## src/verilog/asu_regs.svh

```systemverilog
// register offsets, field positions, reset values and counts of the serial port
`ifndef ASU_REGS_SVH
`define ASU_REGS_SVH

// register offsets (byte addresses on the plain register port)
`define ASU_OFF_CTL1_STAT   8'h25
`define ASU_OFF_CTL2        8'h26
`define ASU_OFF_DATA        8'h27

// control one fields
`define ASU_C1_TXE          7
`define ASU_C1_RXE          6
`define ASU_C1_TRANSMIT_STOP_LENGTH         5
`define ASU_C1_EVEN         4
`define ASU_C1_PE           3
`define ASU_C1_RATE_HI      2
`define ASU_C1_RATE_LO      0
`define ASU_C1_RESET        8'h00

// control two fields
`define ASU_C2_NF_HI        2
`define ASU_C2_NF_LO        1
`define ASU_C2_RECEIVE_STOP_LENGTH       0
`define ASU_C2_RESET        3'h0

// status fields
`define ASU_ST_PARITY_ERROR_FLAG         7
`define ASU_ST_FRAMING_ERROR_FLAG         6
`define ASU_ST_OVERRUN_FLAG         5
`define ASU_ST_RECEIVE_FULL_FLAG         4
`define ASU_ST_TRANSMIT_DONE_FLAG         3
`define ASU_ST_TRANSMIT_EMPTY_FLAG         2
`define ASU_BUF_RESET       8'h00

// rate select codes and dividers of fc
`define ASU_RATE_TIMER      3'h6
`define ASU_DIV_0           9'h00D
`define ASU_DIV_1           9'h01A
`define ASU_DIV_2           9'h034
`define ASU_DIV_3           9'h068
`define ASU_DIV_4           9'h0D0
`define ASU_DIV_5           9'h1A0
`define ASU_DIV_7           9'h060

// sub-bit ticks per bit and the three sample ticks
`define ASU_TICK_LAST       4'hF
`define ASU_SAMPLE_A        4'h7
`define ASU_SAMPLE_B        4'h8
`define ASU_SAMPLE_C        4'h9
`define ASU_DATA_LAST       3'h7

// noise filter: a level must hold this many fc periods to pass
`define ASU_NF_LEN_1        7'h20
`define ASU_NF_LEN_2        7'h40
`define ASU_NF_LEN_3        8'h80

`endif

```

## src/verilog/asu_pkg.sv

```systemverilog
// types shared by the serial port design files
package asu_pkg;

	typedef enum logic [2:0] {
		ASU_TX_IDLE   = 3'b000,
		ASU_TX_START  = 3'b001,
		ASU_TX_DATA   = 3'b010,
		ASU_TX_PARITY = 3'b011,
		ASU_TX_STOP   = 3'b100
	} asu_tx_state_t;

	typedef enum logic [2:0] {
		ASU_RX_IDLE   = 3'b000,
		ASU_RX_START  = 3'b001,
		ASU_RX_DATA   = 3'b010,
		ASU_RX_PARITY = 3'b011,
		ASU_RX_STOP   = 3'b100
	} asu_rx_state_t;

endpackage

```

## src/verilog/asu_noise_filter.sv

```systemverilog
// receive line synchroniser and selectable noise rejection filter
`timescale 1ns/1ps
`include "asu_regs.svh"

module asu_noise_filter
	import asu_pkg::*;
(
	// clock and reset
	input  wire logic       sys_clk_in,
	input  wire logic       sys_rst_in,
	// line and setting
	input  wire logic       line_in,
	input  wire logic [1:0] mode_in,
	// cleaned level
	output logic            line_out
);

	logic       sync1_r;
	logic       sync2_r;
	logic       line_r;
	logic [7:0] run_r;
	logic [7:0] need;

	// two flops before anything looks at the pin; idle line is high
	always_ff @(posedge sys_clk_in or posedge sys_rst_in) begin
		if (sys_rst_in) begin
			sync1_r <= 1'b1;
			sync2_r <= 1'b1;
		end else begin
			sync1_r <= line_in;
			sync2_r <= sync1_r;
		end
	end

	// hold time a new level needs before it is believed
	always_comb begin
		case (mode_in)
			2'b01:   need = {1'b0, `ASU_NF_LEN_1};
			2'b10:   need = {1'b0, `ASU_NF_LEN_2};
			default: need = `ASU_NF_LEN_3;
		endcase
	end

	// with filtering on a change must persist; shorter pulses never reach the receiver
	always_ff @(posedge sys_clk_in or posedge sys_rst_in) begin
		if (sys_rst_in) begin
			line_r <= 1'b1;
			run_r  <= 8'h00;
		end else if (mode_in == 2'b00) begin
			line_r <= sync2_r;
			run_r  <= 8'h00;
		end else if (sync2_r == line_r) begin
			run_r <= 8'h00;
		end else if (run_r == need - 8'h01) begin
			line_r <= sync2_r;
			run_r  <= 8'h00;
		end else begin
			run_r <= run_r + 8'h01;
		end
	end

	assign line_out = line_r;

	// a flip with filtering on needs the full hold count behind it
	a_filter_hold: assert property (@(posedge sys_clk_in)
		disable iff (sys_rst_in)
		(mode_in != 2'b00 && $stable(mode_in) && line_r != sync2_r
		&& run_r != need - 8'h01) |=> $stable(line_r))
		else $error("filter passed a short pulse");

endmodule

```

## src/verilog/asu_uart.sv

```systemverilog
// asynchronous serial transmitter and receiver with register port
`timescale 1ns/1ps
`include "asu_regs.svh"

// Notes on behaviour
// frame is start low, data, parity, stops
// transmit stop length selects one or two
// receive stop length separate, one or two
// parity enable adds bit; type odd/even
// rate select picks divider or timer event
// timer event is the sixteen-tick clock
// idle receiver samples for low start
// samples at ticks 7,8,9, majority vote
// filter rejects short pulses per setting
// filter passes long pulses per setting
// disable waits for current frame end
// stale buffer not sent on re-enable
// one rate and parity for both
// software disables both before rate change
// transmit interrupt sets buffer empty flag
// status read-only, bits 7..2, reset values
// shared addresses for control/status and buffers
// control registers write-only, reset zero
// software changes format only by sequence
// status read then write starts; idle high
// buffer read after status clears rx flags
// overrun discards byte, blocks reception
// framing and parity error detection
// eight data bits, lsb first
// sixteen sub-bit ticks per bit
module asu_uart
	import asu_pkg::*;
(
	// clock and reset
	input  wire logic       sys_clk_in,
	input  wire logic       sys_rst_in,
	// register port
	input  wire logic [7:0] addr_in,
	input  wire logic [7:0] wdata_in,
	input  wire logic       wr_in,
	input  wire logic       rd_in,
	output logic      [7:0] rdata_out,
	// rate source from the timer, same clock
	input  wire logic       timer_three_match_event_in,
	// serial lines
	output logic            txd_out,
	input  wire logic       rxd_in,
	// event pulses
	output logic            transmit_interrupt_out,
	output logic            receive_interrupt_out
);

	// odd parity when even is clear: bit makes the ones count odd
	function automatic logic parity_of(input logic [7:0] d,
		input logic even);
		parity_of = (^d) ^ ~even;
	endfunction

	function automatic logic majority(input logic [2:0] s);
		majority = (s[0] & s[1]) | (s[1] & s[2]) | (s[0] & s[2]);
	endfunction

	function automatic logic [8:0] divider_of(input logic [2:0] code);
		case (code)
			3'h0:    divider_of = `ASU_DIV_0;
			3'h1:    divider_of = `ASU_DIV_1;
			3'h2:    divider_of = `ASU_DIV_2;
			3'h3:    divider_of = `ASU_DIV_3;
			3'h4:    divider_of = `ASU_DIV_4;
			3'h5:    divider_of = `ASU_DIV_5;
			default: divider_of = `ASU_DIV_7;
		endcase
	endfunction

	logic [7:0]    ctl1_r;
	logic [2:0]    ctl2_r;
	logic [7:0]    rdata_r;
	logic          tx_armed_r;
	logic          rx_armed_r;
	logic [8:0]    div_cnt_r;
	logic          tick_r;
	logic [7:0]    tbuf_r;
	logic          pending_r;
	logic          transmit_empty_flag_r;
	logic          transmit_done_flag_r;
	asu_tx_state_t tx_state_r;
	logic [3:0]    tx_sub_r;
	logic [2:0]    tx_idx_r;
	logic          tx_stop_r;
	logic [7:0]    tx_shift_r;
	logic          txd_r;
	logic          tx_int_r;
	logic          tx_end_r;
	asu_rx_state_t rx_state_r;
	logic [3:0]    rx_sub_r;
	logic [2:0]    rx_idx_r;
	logic          rx_stop_r;
	logic [2:0]    rx_samp_r;
	logic [7:0]    rx_shift_r;
	logic          rx_par_r;
	logic          rx_framing_error_flag_r;
	logic          rx_done_r;
	logic          rx_parity_error_flag_hit_r;
	logic          rx_framing_error_flag_hit_r;
	logic [7:0]    rbuf_r;
	logic          parity_error_flag_r;
	logic          framing_error_flag_r;
	logic          overrun_flag_r;
	logic          receive_full_flag_r;
	logic          rx_int_r;
	logic          rxd_clean;
	logic          wr_ctl1;
	logic          rd_stat;
	logic          wr_tbuf;
	logic          rd_rbuf;
	logic          tx_load;
	logic          rx_clear;
	logic          rx_bit;
	logic          rx_framing_error_flag_now;

	assign wr_ctl1  = wr_in && addr_in == `ASU_OFF_CTL1_STAT;
	assign rd_stat  = rd_in && addr_in == `ASU_OFF_CTL1_STAT;
	assign wr_tbuf  = wr_in && addr_in == `ASU_OFF_DATA;
	assign rd_rbuf  = rd_in && addr_in == `ASU_OFF_DATA;
	assign tx_load  = tx_state_r == ASU_TX_IDLE && pending_r
		&& ctl1_r[`ASU_C1_TXE];
	assign rx_clear = rd_rbuf && rx_armed_r;
	assign rx_bit   = majority(rx_samp_r);
	assign rx_framing_error_flag_now = rx_framing_error_flag_r | ~rx_bit;

	asu_noise_filter u_filter (
		.sys_clk_in (sys_clk_in),
		.sys_rst_in (sys_rst_in),
		.line_in    (rxd_in),
		.mode_in    (ctl2_r[`ASU_C2_NF_HI:`ASU_C2_NF_LO]),
		.line_out   (rxd_clean)
	);

	// write-only control registers; control one shares its address with status, a read of control two returns zero
	always_ff @(posedge sys_clk_in or posedge sys_rst_in) begin
		if (sys_rst_in) begin
			ctl1_r <= `ASU_C1_RESET;
			ctl2_r <= `ASU_C2_RESET;
		end else if (wr_in) begin
			if (addr_in == `ASU_OFF_CTL1_STAT)
				ctl1_r <= wdata_in;
			if (addr_in == `ASU_OFF_CTL2)
				ctl2_r <= wdata_in[2:0];
		end
	end

	// read data valid only in the cycle after the strobe
	always_ff @(posedge sys_clk_in or posedge sys_rst_in) begin
		if (sys_rst_in) begin
			rdata_r <= 8'h00;
		end else if (rd_stat) begin
			rdata_r <= {parity_error_flag_r, framing_error_flag_r, overrun_flag_r, receive_full_flag_r,
				transmit_done_flag_r, transmit_empty_flag_r, 2'b00};
		end else if (rd_rbuf) begin
			rdata_r <= rbuf_r;
		end else begin
			rdata_r <= 8'h00;
		end
	end

	// a status read arms the following buffer access on each side
	always_ff @(posedge sys_clk_in or posedge sys_rst_in) begin
		if (sys_rst_in) begin
			tx_armed_r <= 1'b0;
			rx_armed_r <= 1'b0;
		end else begin
			if (rd_stat)
				tx_armed_r <= 1'b1;
			else if (wr_tbuf)
				tx_armed_r <= 1'b0;
			if (rd_stat)
				rx_armed_r <= 1'b1;
			else if (rd_rbuf)
				rx_armed_r <= 1'b0;
		end
	end

	// sixteen-tick clock shared by both directions
	always_ff @(posedge sys_clk_in or posedge sys_rst_in) begin
		if (sys_rst_in) begin
			div_cnt_r <= 9'h000;
			tick_r    <= 1'b0;
		end else if (ctl1_r[`ASU_C1_RATE_HI:`ASU_C1_RATE_LO]
			== `ASU_RATE_TIMER) begin
			div_cnt_r <= 9'h000;
			tick_r    <= timer_three_match_event_in;
		end else if (div_cnt_r >= divider_of(
			ctl1_r[`ASU_C1_RATE_HI:`ASU_C1_RATE_LO]) - 9'h001) begin
			div_cnt_r <= 9'h000;
			tick_r    <= 1'b1;
		end else begin
			div_cnt_r <= div_cnt_r + 9'h001;
			tick_r    <= 1'b0;
		end
	end

	// transmit buffer and its flags; only armed writes start a frame
	always_ff @(posedge sys_clk_in or posedge sys_rst_in) begin
		if (sys_rst_in) begin
			tbuf_r    <= `ASU_BUF_RESET;
			pending_r <= 1'b0;
			transmit_empty_flag_r    <= 1'b1;
			transmit_done_flag_r    <= 1'b1;
		end else begin
			if (tx_load) begin
				pending_r <= 1'b0;
				transmit_empty_flag_r    <= 1'b1;
				transmit_done_flag_r    <= 1'b0;
			end else if (!ctl1_r[`ASU_C1_TXE]
				&& tx_state_r == ASU_TX_IDLE) begin
				pending_r <= 1'b0;
			end
			if (tx_end_r && !pending_r)
				transmit_done_flag_r <= 1'b1;
			if (wr_tbuf) begin
				tbuf_r <= wdata_in;
				if (tx_armed_r && ctl1_r[`ASU_C1_TXE]) begin
					pending_r <= 1'b1;
					transmit_empty_flag_r    <= 1'b0;
				end
			end
		end
	end

	// transmit shifter; once started a frame runs out whatever enable says
	always_ff @(posedge sys_clk_in or posedge sys_rst_in) begin
		if (sys_rst_in) begin
			tx_state_r <= ASU_TX_IDLE;
			tx_sub_r   <= 4'h0;
			tx_idx_r   <= 3'h0;
			tx_stop_r  <= 1'b0;
			tx_shift_r <= 8'h00;
			txd_r      <= 1'b1;
			tx_int_r   <= 1'b0;
			tx_end_r   <= 1'b0;
		end else begin
			tx_int_r <= tx_load;
			tx_end_r <= 1'b0;
			case (tx_state_r)
				ASU_TX_IDLE: begin
					txd_r <= 1'b1;
					if (tx_load) begin
						tx_shift_r <= tbuf_r;
						tx_state_r <= ASU_TX_START;
						tx_sub_r   <= 4'h0;
						txd_r      <= 1'b0;
					end
				end
				default: begin
					if (tick_r) begin
						tx_sub_r <= tx_sub_r + 4'h1;
					end
					if (tick_r && tx_sub_r == `ASU_TICK_LAST) begin
						case (tx_state_r)
							ASU_TX_START: begin
								tx_state_r <= ASU_TX_DATA;
								tx_idx_r   <= 3'h0;
								txd_r      <= tx_shift_r[0];
							end
							ASU_TX_DATA: begin
								tx_idx_r <= tx_idx_r + 3'h1;
								if (tx_idx_r == `ASU_DATA_LAST) begin
									tx_stop_r <= 1'b0;
									if (ctl1_r[`ASU_C1_PE]) begin
										tx_state_r <= ASU_TX_PARITY;
										// the buffer may already hold the next byte
										txd_r <= parity_of(tx_shift_r,
											ctl1_r[`ASU_C1_EVEN]);
									end else begin
										tx_state_r <= ASU_TX_STOP;
										txd_r      <= 1'b1;
									end
								end else begin
									txd_r <= tx_shift_r[tx_idx_r + 3'h1];
								end
							end
							ASU_TX_PARITY: begin
								tx_state_r <= ASU_TX_STOP;
								txd_r      <= 1'b1;
							end
							default: begin
								if (!tx_stop_r && ctl1_r[`ASU_C1_TRANSMIT_STOP_LENGTH]) begin
									tx_stop_r <= 1'b1;
								end else begin
									tx_state_r <= ASU_TX_IDLE;
									tx_end_r   <= 1'b1;
								end
							end
						endcase
					end
				end
			endcase
		end
	end

	// receive sequencer: sample at 7, 8, 9 and vote at the bit end
	always_ff @(posedge sys_clk_in or posedge sys_rst_in) begin
		if (sys_rst_in) begin
			rx_state_r    <= ASU_RX_IDLE;
			rx_sub_r      <= 4'h0;
			rx_idx_r      <= 3'h0;
			rx_stop_r     <= 1'b0;
			rx_samp_r     <= 3'h7;
			rx_shift_r    <= 8'h00;
			rx_par_r      <= 1'b0;
			rx_framing_error_flag_r     <= 1'b0;
			rx_done_r     <= 1'b0;
			rx_parity_error_flag_hit_r <= 1'b0;
			rx_framing_error_flag_hit_r <= 1'b0;
		end else begin
			rx_done_r <= 1'b0;
			if (tick_r) begin
				if (rx_state_r == ASU_RX_IDLE) begin
					// blocked while an overrun is still flagged
					if (!rxd_clean && ctl1_r[`ASU_C1_RXE] && !overrun_flag_r) begin
						rx_state_r <= ASU_RX_START;
						rx_sub_r   <= 4'h1;
						rx_framing_error_flag_r  <= 1'b0;
					end
				end else begin
					rx_sub_r <= rx_sub_r + 4'h1;
					if (rx_sub_r == `ASU_SAMPLE_A)
						rx_samp_r[0] <= rxd_clean;
					if (rx_sub_r == `ASU_SAMPLE_B)
						rx_samp_r[1] <= rxd_clean;
					if (rx_sub_r == `ASU_SAMPLE_C)
						rx_samp_r[2] <= rxd_clean;
				end
				if (rx_state_r != ASU_RX_IDLE
					&& rx_sub_r == `ASU_TICK_LAST) begin
					case (rx_state_r)
						ASU_RX_START: begin
							rx_idx_r <= 3'h0;
							// a high vote means a glitch, not a start
							rx_state_r <= rx_bit ? ASU_RX_IDLE : ASU_RX_DATA;
						end
						ASU_RX_DATA: begin
							rx_shift_r <= {rx_bit, rx_shift_r[7:1]};
							rx_idx_r   <= rx_idx_r + 3'h1;
							rx_stop_r  <= 1'b0;
							if (rx_idx_r == `ASU_DATA_LAST)
								rx_state_r <= ctl1_r[`ASU_C1_PE]
									? ASU_RX_PARITY : ASU_RX_STOP;
						end
						ASU_RX_PARITY: begin
							rx_par_r   <= rx_bit;
							rx_state_r <= ASU_RX_STOP;
						end
						default: begin
							if (!rx_stop_r && ctl2_r[`ASU_C2_RECEIVE_STOP_LENGTH]) begin
								rx_stop_r <= 1'b1;
								rx_framing_error_flag_r <= rx_framing_error_flag_now;
							end else begin
								rx_state_r    <= ASU_RX_IDLE;
								rx_done_r     <= 1'b1;
								rx_framing_error_flag_hit_r <= rx_framing_error_flag_now;
								rx_parity_error_flag_hit_r <= ctl1_r[`ASU_C1_PE]
									&& parity_of(rx_shift_r,
									ctl1_r[`ASU_C1_EVEN]) != rx_par_r;
							end
						end
					endcase
				end
			end
		end
	end

	// receive buffer and flags; a new event wins over a clear
	always_ff @(posedge sys_clk_in or posedge sys_rst_in) begin
		if (sys_rst_in) begin
			rbuf_r   <= `ASU_BUF_RESET;
			parity_error_flag_r   <= 1'b0;
			framing_error_flag_r   <= 1'b0;
			overrun_flag_r   <= 1'b0;
			receive_full_flag_r   <= 1'b0;
			rx_int_r <= 1'b0;
		end else begin
			rx_int_r <= 1'b0;
			if (rx_clear) begin
				parity_error_flag_r <= 1'b0;
				framing_error_flag_r <= 1'b0;
				overrun_flag_r <= 1'b0;
				receive_full_flag_r <= 1'b0;
			end
			if (rx_done_r) begin
				if (receive_full_flag_r && !rx_clear) begin
					overrun_flag_r <= 1'b1;
				end else begin
					rbuf_r   <= rx_shift_r;
					receive_full_flag_r   <= 1'b1;
					parity_error_flag_r   <= rx_parity_error_flag_hit_r;
					framing_error_flag_r   <= rx_framing_error_flag_hit_r;
					rx_int_r <= 1'b1;
				end
			end
		end
	end

	assign rdata_out              = rdata_r;
	assign txd_out                = txd_r;
	assign transmit_interrupt_out = tx_int_r;
	assign receive_interrupt_out  = rx_int_r;

	a_tx_idle_high: assert property (@(posedge sys_clk_in)
		disable iff (sys_rst_in)
		tx_state_r == ASU_TX_IDLE && !tx_load |=> txd_out)
		else $error("line not high while idle");

	a_tx_start_low: assert property (@(posedge sys_clk_in)
		disable iff (sys_rst_in)
		tx_load |=> !txd_out && tx_state_r == ASU_TX_START)
		else $error("frame did not open with low start");

	a_tx_empty_set: assert property (@(posedge sys_clk_in)
		disable iff (sys_rst_in)
		tx_load && !wr_tbuf |=> transmit_empty_flag_r && transmit_interrupt_out)
		else $error("empty flag not set with transmit event");

	a_tx_two_stops: assert property (@(posedge sys_clk_in)
		disable iff (sys_rst_in)
		tx_state_r == ASU_TX_STOP && tick_r && tx_sub_r == 4'hF
		&& !tx_stop_r && ctl1_r[`ASU_C1_TRANSMIT_STOP_LENGTH]
		|=> tx_state_r == ASU_TX_STOP && txd_out)
		else $error("second stop bit missing");

	a_transmit_empty_flag_clear: assert property (@(posedge sys_clk_in)
		disable iff (sys_rst_in)
		wr_tbuf && tx_armed_r && ctl1_r[`ASU_C1_TXE] |=> !transmit_empty_flag_r)
		else $error("armed write did not clear empty flag");

	a_rate_div13: assert property (@(posedge sys_clk_in)
		disable iff (sys_rst_in)
		tick_r && ctl1_r[2:0] == 3'h0 && !wr_ctl1 ##1
		(!wr_ctl1 && !tick_r) [*8] ##1 (!wr_ctl1 && !tick_r) [*3]
		|-> ##1 !tick_r ##1 tick_r)
		else $error("fc/13 tick spacing wrong");

	a_overrun_keep: assert property (@(posedge sys_clk_in)
		disable iff (sys_rst_in)
		rx_done_r && receive_full_flag_r && !rx_clear
		|=> overrun_flag_r && $stable(rbuf_r) && !receive_interrupt_out)
		else $error("overrun altered the buffer");

	a_framing_error_flag_set: assert property (@(posedge sys_clk_in)
		disable iff (sys_rst_in)
		rx_done_r && rx_framing_error_flag_hit_r && !(receive_full_flag_r && !rx_clear)
		|=> framing_error_flag_r && receive_full_flag_r)
		else $error("framing error not flagged");

	a_rx_clear: assert property (@(posedge sys_clk_in)
		disable iff (sys_rst_in)
		rx_clear && !rx_done_r |=> !receive_full_flag_r && !overrun_flag_r && !parity_error_flag_r)
		else $error("receive flags not cleared");

	a_rx_blocked: assert property (@(posedge sys_clk_in)
		disable iff (sys_rst_in)
		rx_state_r == ASU_RX_IDLE && overrun_flag_r |=> rx_state_r == ASU_RX_IDLE)
		else $error("reception ran during overrun");

	c_tx_frame: cover property (@(posedge sys_clk_in) disable iff
		(sys_rst_in) tx_end_r);
	c_rx_load: cover property (@(posedge sys_clk_in) disable iff
		(sys_rst_in) receive_interrupt_out);
	c_overrun: cover property (@(posedge sys_clk_in) disable iff
		(sys_rst_in) rx_done_r && receive_full_flag_r);
	c_parity_err: cover property (@(posedge sys_clk_in) disable iff
		(sys_rst_in) rx_done_r && rx_parity_error_flag_hit_r);

endmodule
```

## config.mk

```make
export PLATFORM = sky130hd
export DESIGN_NAME = asu_uart
export DESIGN_NICKNAME = d
export VERILOG_FILES = /design/src/verilog/asu_pkg.sv /design/src/verilog/asu_noise_filter.sv /design/src/verilog/asu_uart.sv
export VERILOG_INCLUDE_DIRS = /design/src /design/src/verilog
export SDC_FILE = /design/constraint.sdc
export NUM_CORES = 1
export LEC_CHECK = 0
export ABC_AREA = 1
export BUFFER_PORTS_ARGS = -buffer_cell sky130_fd_sc_hd__buf_2
export CORE_MARGIN = 5
export CORE_UTILIZATION = 40
export DETAILED_ROUTE_END_ITERATION = 8
export SYNTH_ARGS = -nofsm -noshare
export SYNTH_HDL_FRONTEND = slang
export SYNTH_SLANG_ARGS = --single-unit
export TNS_END_PERCENT = 100
```

## constraint.sdc

```tcl
create_clock -name sys_clk_in -period 3.7 [get_ports sys_clk_in]
set_input_delay 0.185 -clock sys_clk_in [delete_from_list [all_inputs] [get_ports sys_clk_in]]
set_output_delay 0.185 -clock sys_clk_in [all_outputs]
set_load 0.1 [all_outputs]
```

==> flow_metrics.py, run 1 <==
metrics = {
    "clock_tree": {
        "cts_resized": 0,
        "postCtsSetupBuffers": 0,
        "hold_buffers": 2,
        "cts.sinks": 115,
        "cts.clk_slew.worst_paths_ns": 0.05,
        "cts_buffer_depth": 2,
        "htreeDepth": 4,
        "cts_made_buffers": 17,
        "cts_root_buf": "clkbuf_16",
        "clk_latency_ns": 0.41,
        "cts_tree": "built",
    },
    "floorplanning": {
        "fp-row-count": 44,
        "die_h_um": 131,
        "boundaryPins": 33,
        "coreArea_mm2": 0.0145,
        "start_util": 0.405,
        "die-area_mm2": 0.0172,
        "die_w_um": 131,
    },
    "timing": {
        "rsz0062_at_grt": "false",
        "hold_ws_ns": -0.0390,
        "setup_tns_ns": 0,
        "fin_skew_ns": 0.00610,
        "finalSetupViolations": 0,
        "max_freq_mhz": 353,
        "finalHoldViolCount": 66,
        "drv_slew": 0,
        "period_share": 0.765,
        "worstMarginPinSlew_ns": 0.877,
        "fin_crit_ns": 2.83,
        "relSlewSlack": 0.415,
    },
    "route": {
        "wl_met1_um": 5890,
        "ant_nets": 0,
        "dr_wl_met3_um": 526,
        "via_count": 4706,
        "drc_errors": 0,
        "wire_per_inst_um": 13.0,
        "top_layer_used": "met4",
        "drt_iter0_markers": 305,
        "firstDrtPassIters": 5,
        "drt-total-wl_um": 12400,
        "vias_per_cell": 4.92,
        "wl_met2_um": 5790,
    },
    "cells_and_area": {
        "instances_no_fill": 957,
        "n_fill_cell": 1378,
        "syn_to_final_growth_pct": 16.6,
        "insertedDiodeCount": 0,
        "fin_nets": 805,
        "layout-drive-gt1-share": 0.141,
    },
    "global_routing": {
        "grt_max_degree": 72,
        "grt_pass1_vias": 4767,
        "grt_antenna_before_repair": 0,
        "grt_util_all_layers": 0.160,
        "grt_pass1_wl_um": 21800,
        "grt.overflow.total": 0,
    },
    "critical_path": {
        "critPathArrivalTime_ns": 3.14,
        "reg2reg_from": "ctl1_r[0]",
        "endpoint": "div_cnt_r[2]",
        "end_kind": "flop",
        "cp.required_ns": 4.01,
        "regToRegSetupSlack_ns": 0.87,
        "startpoint_type": "flop",
        "critPathKind": "reg -> reg",
        "reg2reg_depth": 13,
        "r2r_end": "div_cnt_r[2]",
        "critPathMaxFanout": 10,
        "startpoint": "ctl1_r[0]",
    },
    "yosys": {
        "ys_dominant_reg_cell": "dfrtp_1",
        "synthTopCellsByArea": "dfrtp_1, nand2_1, inv_1, ha_1, nand3_1",
        "seq_area_frac_synth": 0.493,
        "async_reset_ff_frac": 1.00,
        "ys_ff_latch": 115,
        "synth.most_common_cell": "nand2_1",
        "synthSimpleGateAreaFrac": 0.243,
        "synth_fa_ha_area_frac": 0.0491,
        "synth_top_family_by_area": "simple AND/OR/NAND/NOR gates",
        "synth_edf_count": 0,
        "ys_types": 41,
        "syn_area_per_cell_um2": 8.25,
        "netlist_area_mm2": 0.00586,
        "synth_compound_area_frac": 0.108,
        "yosys-top-cells-count": "nand2_1, dfrtp_1, inv_1",
        "synthXorXnorAreaFrac": 0.0254,
        "synth_cells": 711,
        "yosysTopAreaCell": "dfrtp_1",
        "yosysWarnings": 0,
        "synth.net_count": 756,
        "synth_mux_area_frac": 0.00171,
        "synth_top_area_frac": 0.452,
    },
    "placement": {
        "dp_cells": 923,
        "io_buffers": 32,
        "hpwl_um": 9060,
        "gp_congestion": 0.875,
    },
    "power_and_ir_drop": {
        "ir_drop_mv": 0.339,
        "leakage_uw": 0.00338,
        "power_density_mw_per_mm2": 479,
    },
    "status": {
        "violations": "negative hold slack",
        "status": "finished with violations",
    },
    "min_path": {
        "worstHoldPathType": "in -> async",
    },
    "flow_run": {
        "max-cap-violations": 0,
    },
}
==> report_power, final <==
part           leakage (uW)  switching [uW]  internal, uW  total (uW)
logic               0.00154             189           115         304
clock network      0.000285             559          1060        1610
registers           0.00156            52.6          1310        1360
==> stage by stage <==
| step | util | hold WS, ns | power, uW | worst slack (ns) | cell area, um2 |
|---|---|---|---|---|---|
| floorplan | - | 0.189 | 1590 | 0.486 | 5860 |
| global placement | 0.430 | 0.297 | 1670 | 1.15 | 6230 |
| detailed placement | 0.430 | 0.299 | 1680 | 0.946 | 6230 |
| CTS | 0.472 | 0.00201 | 3320 | 0.881 | 6840 |
| global route | 0.472 | 0.0259 | 3440 | 0.570 | 6840 |
| finish | 0.472 | -0.0390 | 3280 | 0.870 | 6840 |
==> worst min-delay path by stage <==
stage	start	end	cells after the start
after floorplan	rxd_in	u_filter.sync1_r	0
after global placement	rxd_in	u_filter.sync1_r	1
after detailed placement	rxd_in	u_filter.sync1_r	1
after CTS	sys_rst_in	div_cnt_r[3]	2
after global routing	sys_rst_in	div_cnt_r[5]	2
final	sys_rst_in	div_cnt_r[5]	2
==> layer usage <==
| metal | up-vias | GRT usage |
|---|---|---|
| li1 | 2390 | - |
| met1 | 2219 | 0.207 |
| met2 | 81 | 0.253 |
| met3 | 16 | 0.0474 |
| met4 | 0 | 0.0611 |
| met5 | - | 0 |
==> registers in the layout, summed over array words and instances, names as in the netlist, 4 cells and up <==
signal and count:
u_filter.run_r 8, rdata_out 8, tx_sub_r 4, tbuf_r 8, rx_sub_r 4, ctl1_r 8
tx_shift_r 8, div_cnt_r 9, rbuf_r 8, rx_shift_r 8
==> cell families after synthesis <==
kind of cell,Yosys count
xor+xnor,17
flops,115
simple gates,322
mux,1
fa+ha+maj,23
compound gates,114
buf+inv,119
==> cell type report <==
class                   count  area, um2  share of cell area
clock inverters             9        103              0.0150
inverters                 113        427              0.0624
well taps                 184        230              0.0337
multi-input cells         477       2510               0.367
flip-flops and latches    115       2890               0.422
repair buffers             36        195              0.0285
clock buffers              23        488              0.0713
==> placed cells by master, fill, tap and decap left out, drive strengths merged, types with 7 or more instances in the layout <==
master,count
nand4,8
nand3,49
xnor2,7
nor3,20
nor2,50
nand2,187
o21ai,77
ha,23
a21oi,23
inv,113
clkbuf,23
dfstp,9
xor2,10
dfrtp,106
buf,34
==> worst max-delay path, cell delays in order, from the launching register on <==
cell	delay (ns)
dfrtp_1	0.39
inv_2	0.06
nor2_1	0.21
nand2_1	0.13
ha_1	0.27
nand3_1	0.12
nand2_1	0.07
xnor2_1	0.13
ha_1	0.33
a21oi_1	0.19
o21ai_0	0.12
nand2_1	0.08
nand4_1	0.34
nor3_1	0.28
Note: power is estimated with default switching activity, not from simulation.
==> inputs of run 2 (changes only) <==
--- a/config.mk
+++ b/config.mk
@@ -6,7 +6,7 @@
 export SDC_FILE = /design/constraint.sdc
 export NUM_CORES = 1
 export LEC_CHECK = 0
-export ABC_AREA = 1
+export ABC_AREA = 0
 export BUFFER_PORTS_ARGS = -buffer_cell sky130_fd_sc_hd__buf_2
 export CORE_MARGIN = 5
 export CORE_UTILIZATION = 40
==> constraint.sdc (replaced) <==
create_clock -name sys_clk_in -period 2.3 [get_ports sys_clk_in]
set_input_delay 0.115 -clock sys_clk_in [delete_from_list [all_inputs] [get_ports sys_clk_in]]
set_output_delay 0.115 -clock sys_clk_in [all_outputs]
set_load 0.1 [all_outputs]
==> flow_metrics.py, run 2 <==
metrics = {
    "status": {
        "status": "finished with violations",
        "violations": "negative setup slack",
    },
    "cells_and_area": {
        "layout-drive-gt1-share": 0.247,
        "n_fill_cell": 1227,
        "layout_common_cells": "dfrtp_1, nand2_1, nor2_1",
        "finish.utilization": 0.496,
        "insertedDiodeCount": 0,
        "instances_no_fill": 759,
        "layout_commonest_cell": "dfrtp_1",
        "area.sequential_mm2": 0.00289,
        "syn_to_final_growth_pct": 23.2,
        "largest-register": "div_cnt_r",
        "largest_register_ffs": 9,
        "fin_nets": 611,
        "multiInputGateArea_mm2": 0.00258,
    },
    "placement": {
        "dp_cells": 714,
        "gp_congestion": 0.747,
        "pre_cts_ws_ns": -0.726,
        "io_buffers": 32,
        "hpwl_um": 7690,
    },
    "floorplanning": {
        "boundaryPins": 33,
        "die_w_um": 128,
        "start_util": 0.403,
        "fp-row-count": 43,
        "die_h_um": 128,
        "die-area_mm2": 0.0163,
        "coreArea_mm2": 0.0137,
    },
    "clock_tree": {
        "clk_latency_ns": 0.41,
        "cts.sinks": 115,
        "cts_buffer_depth": 2,
        "cts.clk_slew.worst_paths_ns": 0.05,
        "htreeDepth": 4,
        "cts_tree": "built",
        "cts_root_buf": "clkbuf_16",
        "cts_made_buffers": 17,
    },
    "yosys": {
        "netlist_area_mm2": 0.00553,
        "ys_ff_latch": 115,
        "ys_types": 55,
        "yosys-top-cells-count": "dfrtp_1, nand2_1, nor2_1",
        "synth_edf_count": 0,
        "synth_top_area_frac": 0.480,
        "synth.most_common_cell": "dfrtp_1",
        "synthTopCellsByArea": "dfrtp_1, ha_1, mux2_2, nand2_1, dfstp_2",
        "seq_area_frac_synth": 0.523,
        "yosysWarnings": 0,
        "synth.net_count": 544,
        "async_reset_ff_frac": 1.00,
        "syn_area_per_cell_um2": 11.1,
        "synth_cells": 499,
        "yosysTopAreaCell": "dfrtp_1",
        "ys_dominant_reg_cell": "dfrtp_1",
    },
    "power_and_ir_drop": {
        "leakage_uw": 0.00326,
        "ir_drop_mv": 0.576,
        "total_power_uw": 5390,
        "power_density_mw_per_mm2": 792,
    },
    "timing": {
        "max_freq_mhz": 346,
        "finalHoldViolCount": 0,
        "relSlewSlack": 0.510,
        "fin_skew_ns": 0.00815,
        "finalSetupViolations": 10,
        "fin_crit_ns": 2.89,
        "worstMarginPinSlew_ns": 0.733,
        "hold_ws_ns": 0.00972,
        "drv_slew": 0,
        "rsz0062_at_grt": "true",
        "period_share": 1.26,
        "worst_slack_ns": -0.589,
    },
    "route": {
        "drt_iter0_markers": 202,
        "drc_errors": 0,
        "wire_per_inst_um": 14.4,
        "via_count": 3848,
        "drt-total-wl_um": 10900,
        "firstDrtPassIters": 4,
        "ant_nets": 0,
        "vias_per_cell": 5.07,
    },
    "critical_path": {
        "startpoint_type": "flop",
        "critPathMaxFanout": 5,
        "reg2reg_depth": 12,
        "critPathKind": "reg -> reg",
        "cp.required_ns": 2.59,
        "end_kind": "flop",
        "slowest_stage": "or3_4",
        "crit_top_cell": "ha_4",
        "critPathArrivalTime_ns": 3.18,
        "crit_chain": "or3_4, ha_4, inv_2, o22ai_2, a221o_1, ha_4, a21oi_4, nor2_2, a211oi_2, o31ai_2, a221o_2, o21a_1",
        "max_stage_delay_ns": 0.44,
    },
    "global_routing": {
        "grt_pass1_vias": 3996,
        "grt_max_degree": 48,
        "grt_pass1_wl_um": 18800,
        "grt_util_all_layers": 0.146,
        "grt.overflow.total": 0,
        "grt_antenna_before_repair": 0,
    },
    "min_path": {
        "hold_depth": 2,
        "worstHoldPathType": "in -> reg",
    },
    "flow_run": {
        "max-cap-violations": 0,
    },
}
-- run 2: routing by layer --
metal  up-vias  GRT usage  routed length (um)
met5         -          0                   0
met4         0     0.0593                 215
met3        21     0.0485                 514
met2        74      0.231                5190
met1      1876      0.184                5000
li1       1877          -                   -
-- run 2: worst paths after layout --
kind,start,to,slack [ns]
min reg2reg,u_filter.sync1_r,u_filter.sync2_r,0.36
max in group asynchronous,sys_rst_in,transmit_empty_flag_r,1.19
max,ctl1_r[1],tick_r,-0.59
min in group asynchronous,sys_rst_in,u_filter.run_r[7],0.38
max reg2reg,ctl1_r[1],tick_r,-0.59
min,wdata_in[0],ctl2_r[0],0.01
-- run 2: layout make-up --
class	count	area share
clock buffer	22	0.0697
inverter	21	0.0121
sequential	115	0.425
multi-input combinational	347	0.379
tap	180	0.0331
timing repair buffer	64	0.0662
clock inverter	10	0.0156
-- run 2: through the flow --
| step | setup TNS [ns] | instance area [um2] |
|---|---|---|
| floorplan | -5.43 | 5570 |
| global placement | -4.86 | 6030 |
| detailed placement | -6.73 | 6030 |
| CTS | -5.87 | 6770 |
| global route | -6.38 | 6810 |
| finish | -5.27 | 6810 |
-- run 2: worst max-delay path: cells and delay by family, from the launching register on --
family                     cells  cell delay [ns]
AOI/OAI and AO/OA              7             1.39
and+or+nand+nor                2             0.50
adders and majority gates      2             0.43
DFF                            1             0.40
buffers and inverters          1             0.06
-- run 2: cell families after synthesis --
family	after synthesis	synth area share
XOR/XNOR	36	0.0596
buffers and inverters	38	0.0285
multiplexers	46	0.0976
AO/OA/AOI/OAI	77	0.0956
AND/OR/NAND/NOR	163	0.142
adder cells (fa/ha/maj)	24	0.0539
flip-flops	115	0.523
-- run 2: timing repair --
action	CTS	global route
cloned	1	0
endpoints found under the hold margin	40	0
hold buffers	10	0
setup buffers	1	1
gates resized for setup	9	5
pin swaps	12	5
endpoints found under the setup margin	10	10
-- run 2: power by group --
group / internal (uW) / switching [uW] / leakage [uW]
Sequential: 2110 / 96.2 / 0.00155
Combinational: 304 / 330 / 0.00141
Clock: 1670 / 880 / 0.000289
==> inputs of run 3 (changes only) <==
==> constraint.sdc (replaced) <==
create_clock -name sys_clk_in -period 2.8 [get_ports sys_clk_in]
set_input_delay 0.14 -clock sys_clk_in [delete_from_list [all_inputs] [get_ports sys_clk_in]]
set_output_delay 0.14 -clock sys_clk_in [all_outputs]
set_load 0.1 [all_outputs]
==> flow_metrics.py, run 3 (synthesis gave the netlist of run 2 again) <==
metrics = {
    "power_and_ir_drop": {
        "ir_drop_mv": 0.449,
        "power_density_mw_per_mm2": 695,
        "total_power_uw": 4710,
        "leakage_uw": 0.00323,
    },
    "cells_and_area": {
        "n_fill_cell": 1233,
        "layout_common_cells": "dfrtp_1, nand2_1, nor2_1",
        "largest_register_ffs": 9,
        "syn_to_final_growth_pct": 22.6,
        "layout-drive-gt1-share": 0.227,
        "fin_nets": 601,
        "insertedDiodeCount": 0,
        "layout_commonest_cell": "dfrtp_1",
        "largest-register": "div_cnt_r",
    },
    "route": {
        "via_count": 3799,
        "drt_iter0_markers": 258,
        "firstDrtPassIters": 4,
        "vias_per_cell": 5.07,
        "wire_per_inst_um": 14.6,
        "drc_errors": 0,
        "ant_nets": 0,
        "drt-total-wl_um": 10900,
    },
    "global_routing": {
        "grt.overflow.total": 0,
        "grt_max_degree": 55,
        "grt_antenna_before_repair": 0,
        "grt_pass1_wl_um": 18700,
        "grt_util_all_layers": 0.145,
        "grt_pass1_vias": 3895,
    },
    "floorplanning": {
        "boundaryPins": 33,
        "coreArea_mm2": 0.0137,
        "die_h_um": 128,
        "start_util": 0.403,
        "fp-row-count": 43,
        "die-area_mm2": 0.0163,
        "die_w_um": 128,
    },
    "timing": {
        "period_share": 1.00,
        "rsz0062_at_grt": "true",
        "fin_crit_ns": 2.81,
        "worst_slack_ns": -0.00836,
        "max_freq_mhz": 356,
        "relSlewSlack": 0.464,
        "finalHoldViolCount": 0,
        "worstMarginPinSlew_ns": 0.802,
        "fin_skew_ns": 0.00655,
        "finalSetupViolations": 1,
        "hold_ws_ns": 0.0217,
        "drv_slew": 0,
    },
    "critical_path": {
        "reg2reg_depth": 12,
        "critPathArrivalTime_ns": 3.11,
        "cp.required_ns": 3.10,
        "startpoint_type": "flop",
        "critPathMaxFanout": 5,
        "end_kind": "flop",
        "critPathKind": "reg -> reg",
    },
    "clock_tree": {
        "htreeDepth": 4,
        "clk_latency_ns": 0.41,
        "cts_tree": "built",
        "cts_buffer_depth": 2,
        "cts_made_buffers": 17,
        "cts.clk_slew.worst_paths_ns": 0.05,
        "cts_root_buf": "clkbuf_16",
        "cts.sinks": 115,
    },
    "min_path": {
        "hold_depth": 2,
        "worstHoldPathType": "in -> reg",
    },
    "placement": {
        "gp_congestion": 0.792,
        "hpwl_um": 7480,
        "io_buffers": 32,
        "pre_cts_ws_ns": -0.109,
    },
    "status": {
        "status": "finished with violations",
        "violations": "negative setup slack",
    },
    "flow_run": {
        "max-cap-violations": 0,
    },
}
## run 3: cell count changes in the layout (fill, tap and decap cells not counted), sizes merged
cell / previous run / this run
clkbuf: 22 / 23
buf: 54 / 45
dlygate4sd3: 10 / 9
bufinv: 2 / 5
clkinv: 7 / 3
## run 3: stage by stage
stage	setup TNS (ns)	std cells	utilization	cell area (um2)
after global placement	-0.0437	706	0.434	5960
after detailed placement	-0.608	706	0.434	5960
after global routing	-0.793	749	0.494	6780
after CTS	-0.0646	749	0.493	6760
after floorplan	-0.429	499	-	5570
final	-0.00836	749	0.494	6780
## run 3: layout make-up
cell class,instances,area (um2),share of cell area
sequential,115,2890,0.426
multi-input combinational,347,2550,0.376
clock buffer,23,498,0.0735
timing repair buffer,54,360,0.0532
tap,180,225,0.0332
clock inverter,9,173,0.0255
inverter,21,82.6,0.0122
## run 3: path summary, 6_finish.rpt
kind	slack [ns]	endpoint	start
max	-0.008	tick_r	ctl1_r[1]
min	0.02	ctl1_r[1]	wdata_in[1]
max reg2reg	-0.008	tick_r	ctl1_r[1]
min reg2reg	0.35	u_filter.sync2_r	u_filter.sync1_r
max in group asynchronous	1.56	rdata_out[5]	sys_rst_in
min in group asynchronous	0.43	ctl1_r[1]	sys_rst_in
## run 3: critical path, stage by stage, from the launching register on
cell and delay, ns:
dfrtp_1 0.40, or3_4 0.42, ha_4 0.18, inv_2 0.05, o22ai_1 0.07, a221o_1 0.34
ha_4 0.24, a21oi_2 0.12, nor2_1 0.07, a211oi_2 0.16, o31ai_2 0.12, a221o_2 0.41
o21a_1 0.12
## run 3: routing by layer
layer | GRT usage | part of all wire
met2 | 0.230 | 0.47
met5 | 0 | 0
met1 | 0.184 | 0.47
met4 | 0.0517 | 0.010
met3 | 0.0493 | 0.045
## run 3: power breakdown
group / switching (uW) / leakage [uW] / internal, uW
Sequential: 75.9 / 0.00155 / 1730
Combinational: 251 / 0.00135 / 218
Clock: 737 / 0.000329 / 1690
## run 3: repair_timing
item,in CTS,in global routing
endpoints found under the hold margin,40,0
pin swaps,3,9
gates cloned,1,0
gates resized for setup,4,3
hold buffers,9,0
setup endpoints to repair,10,10
setup buffers,1,0
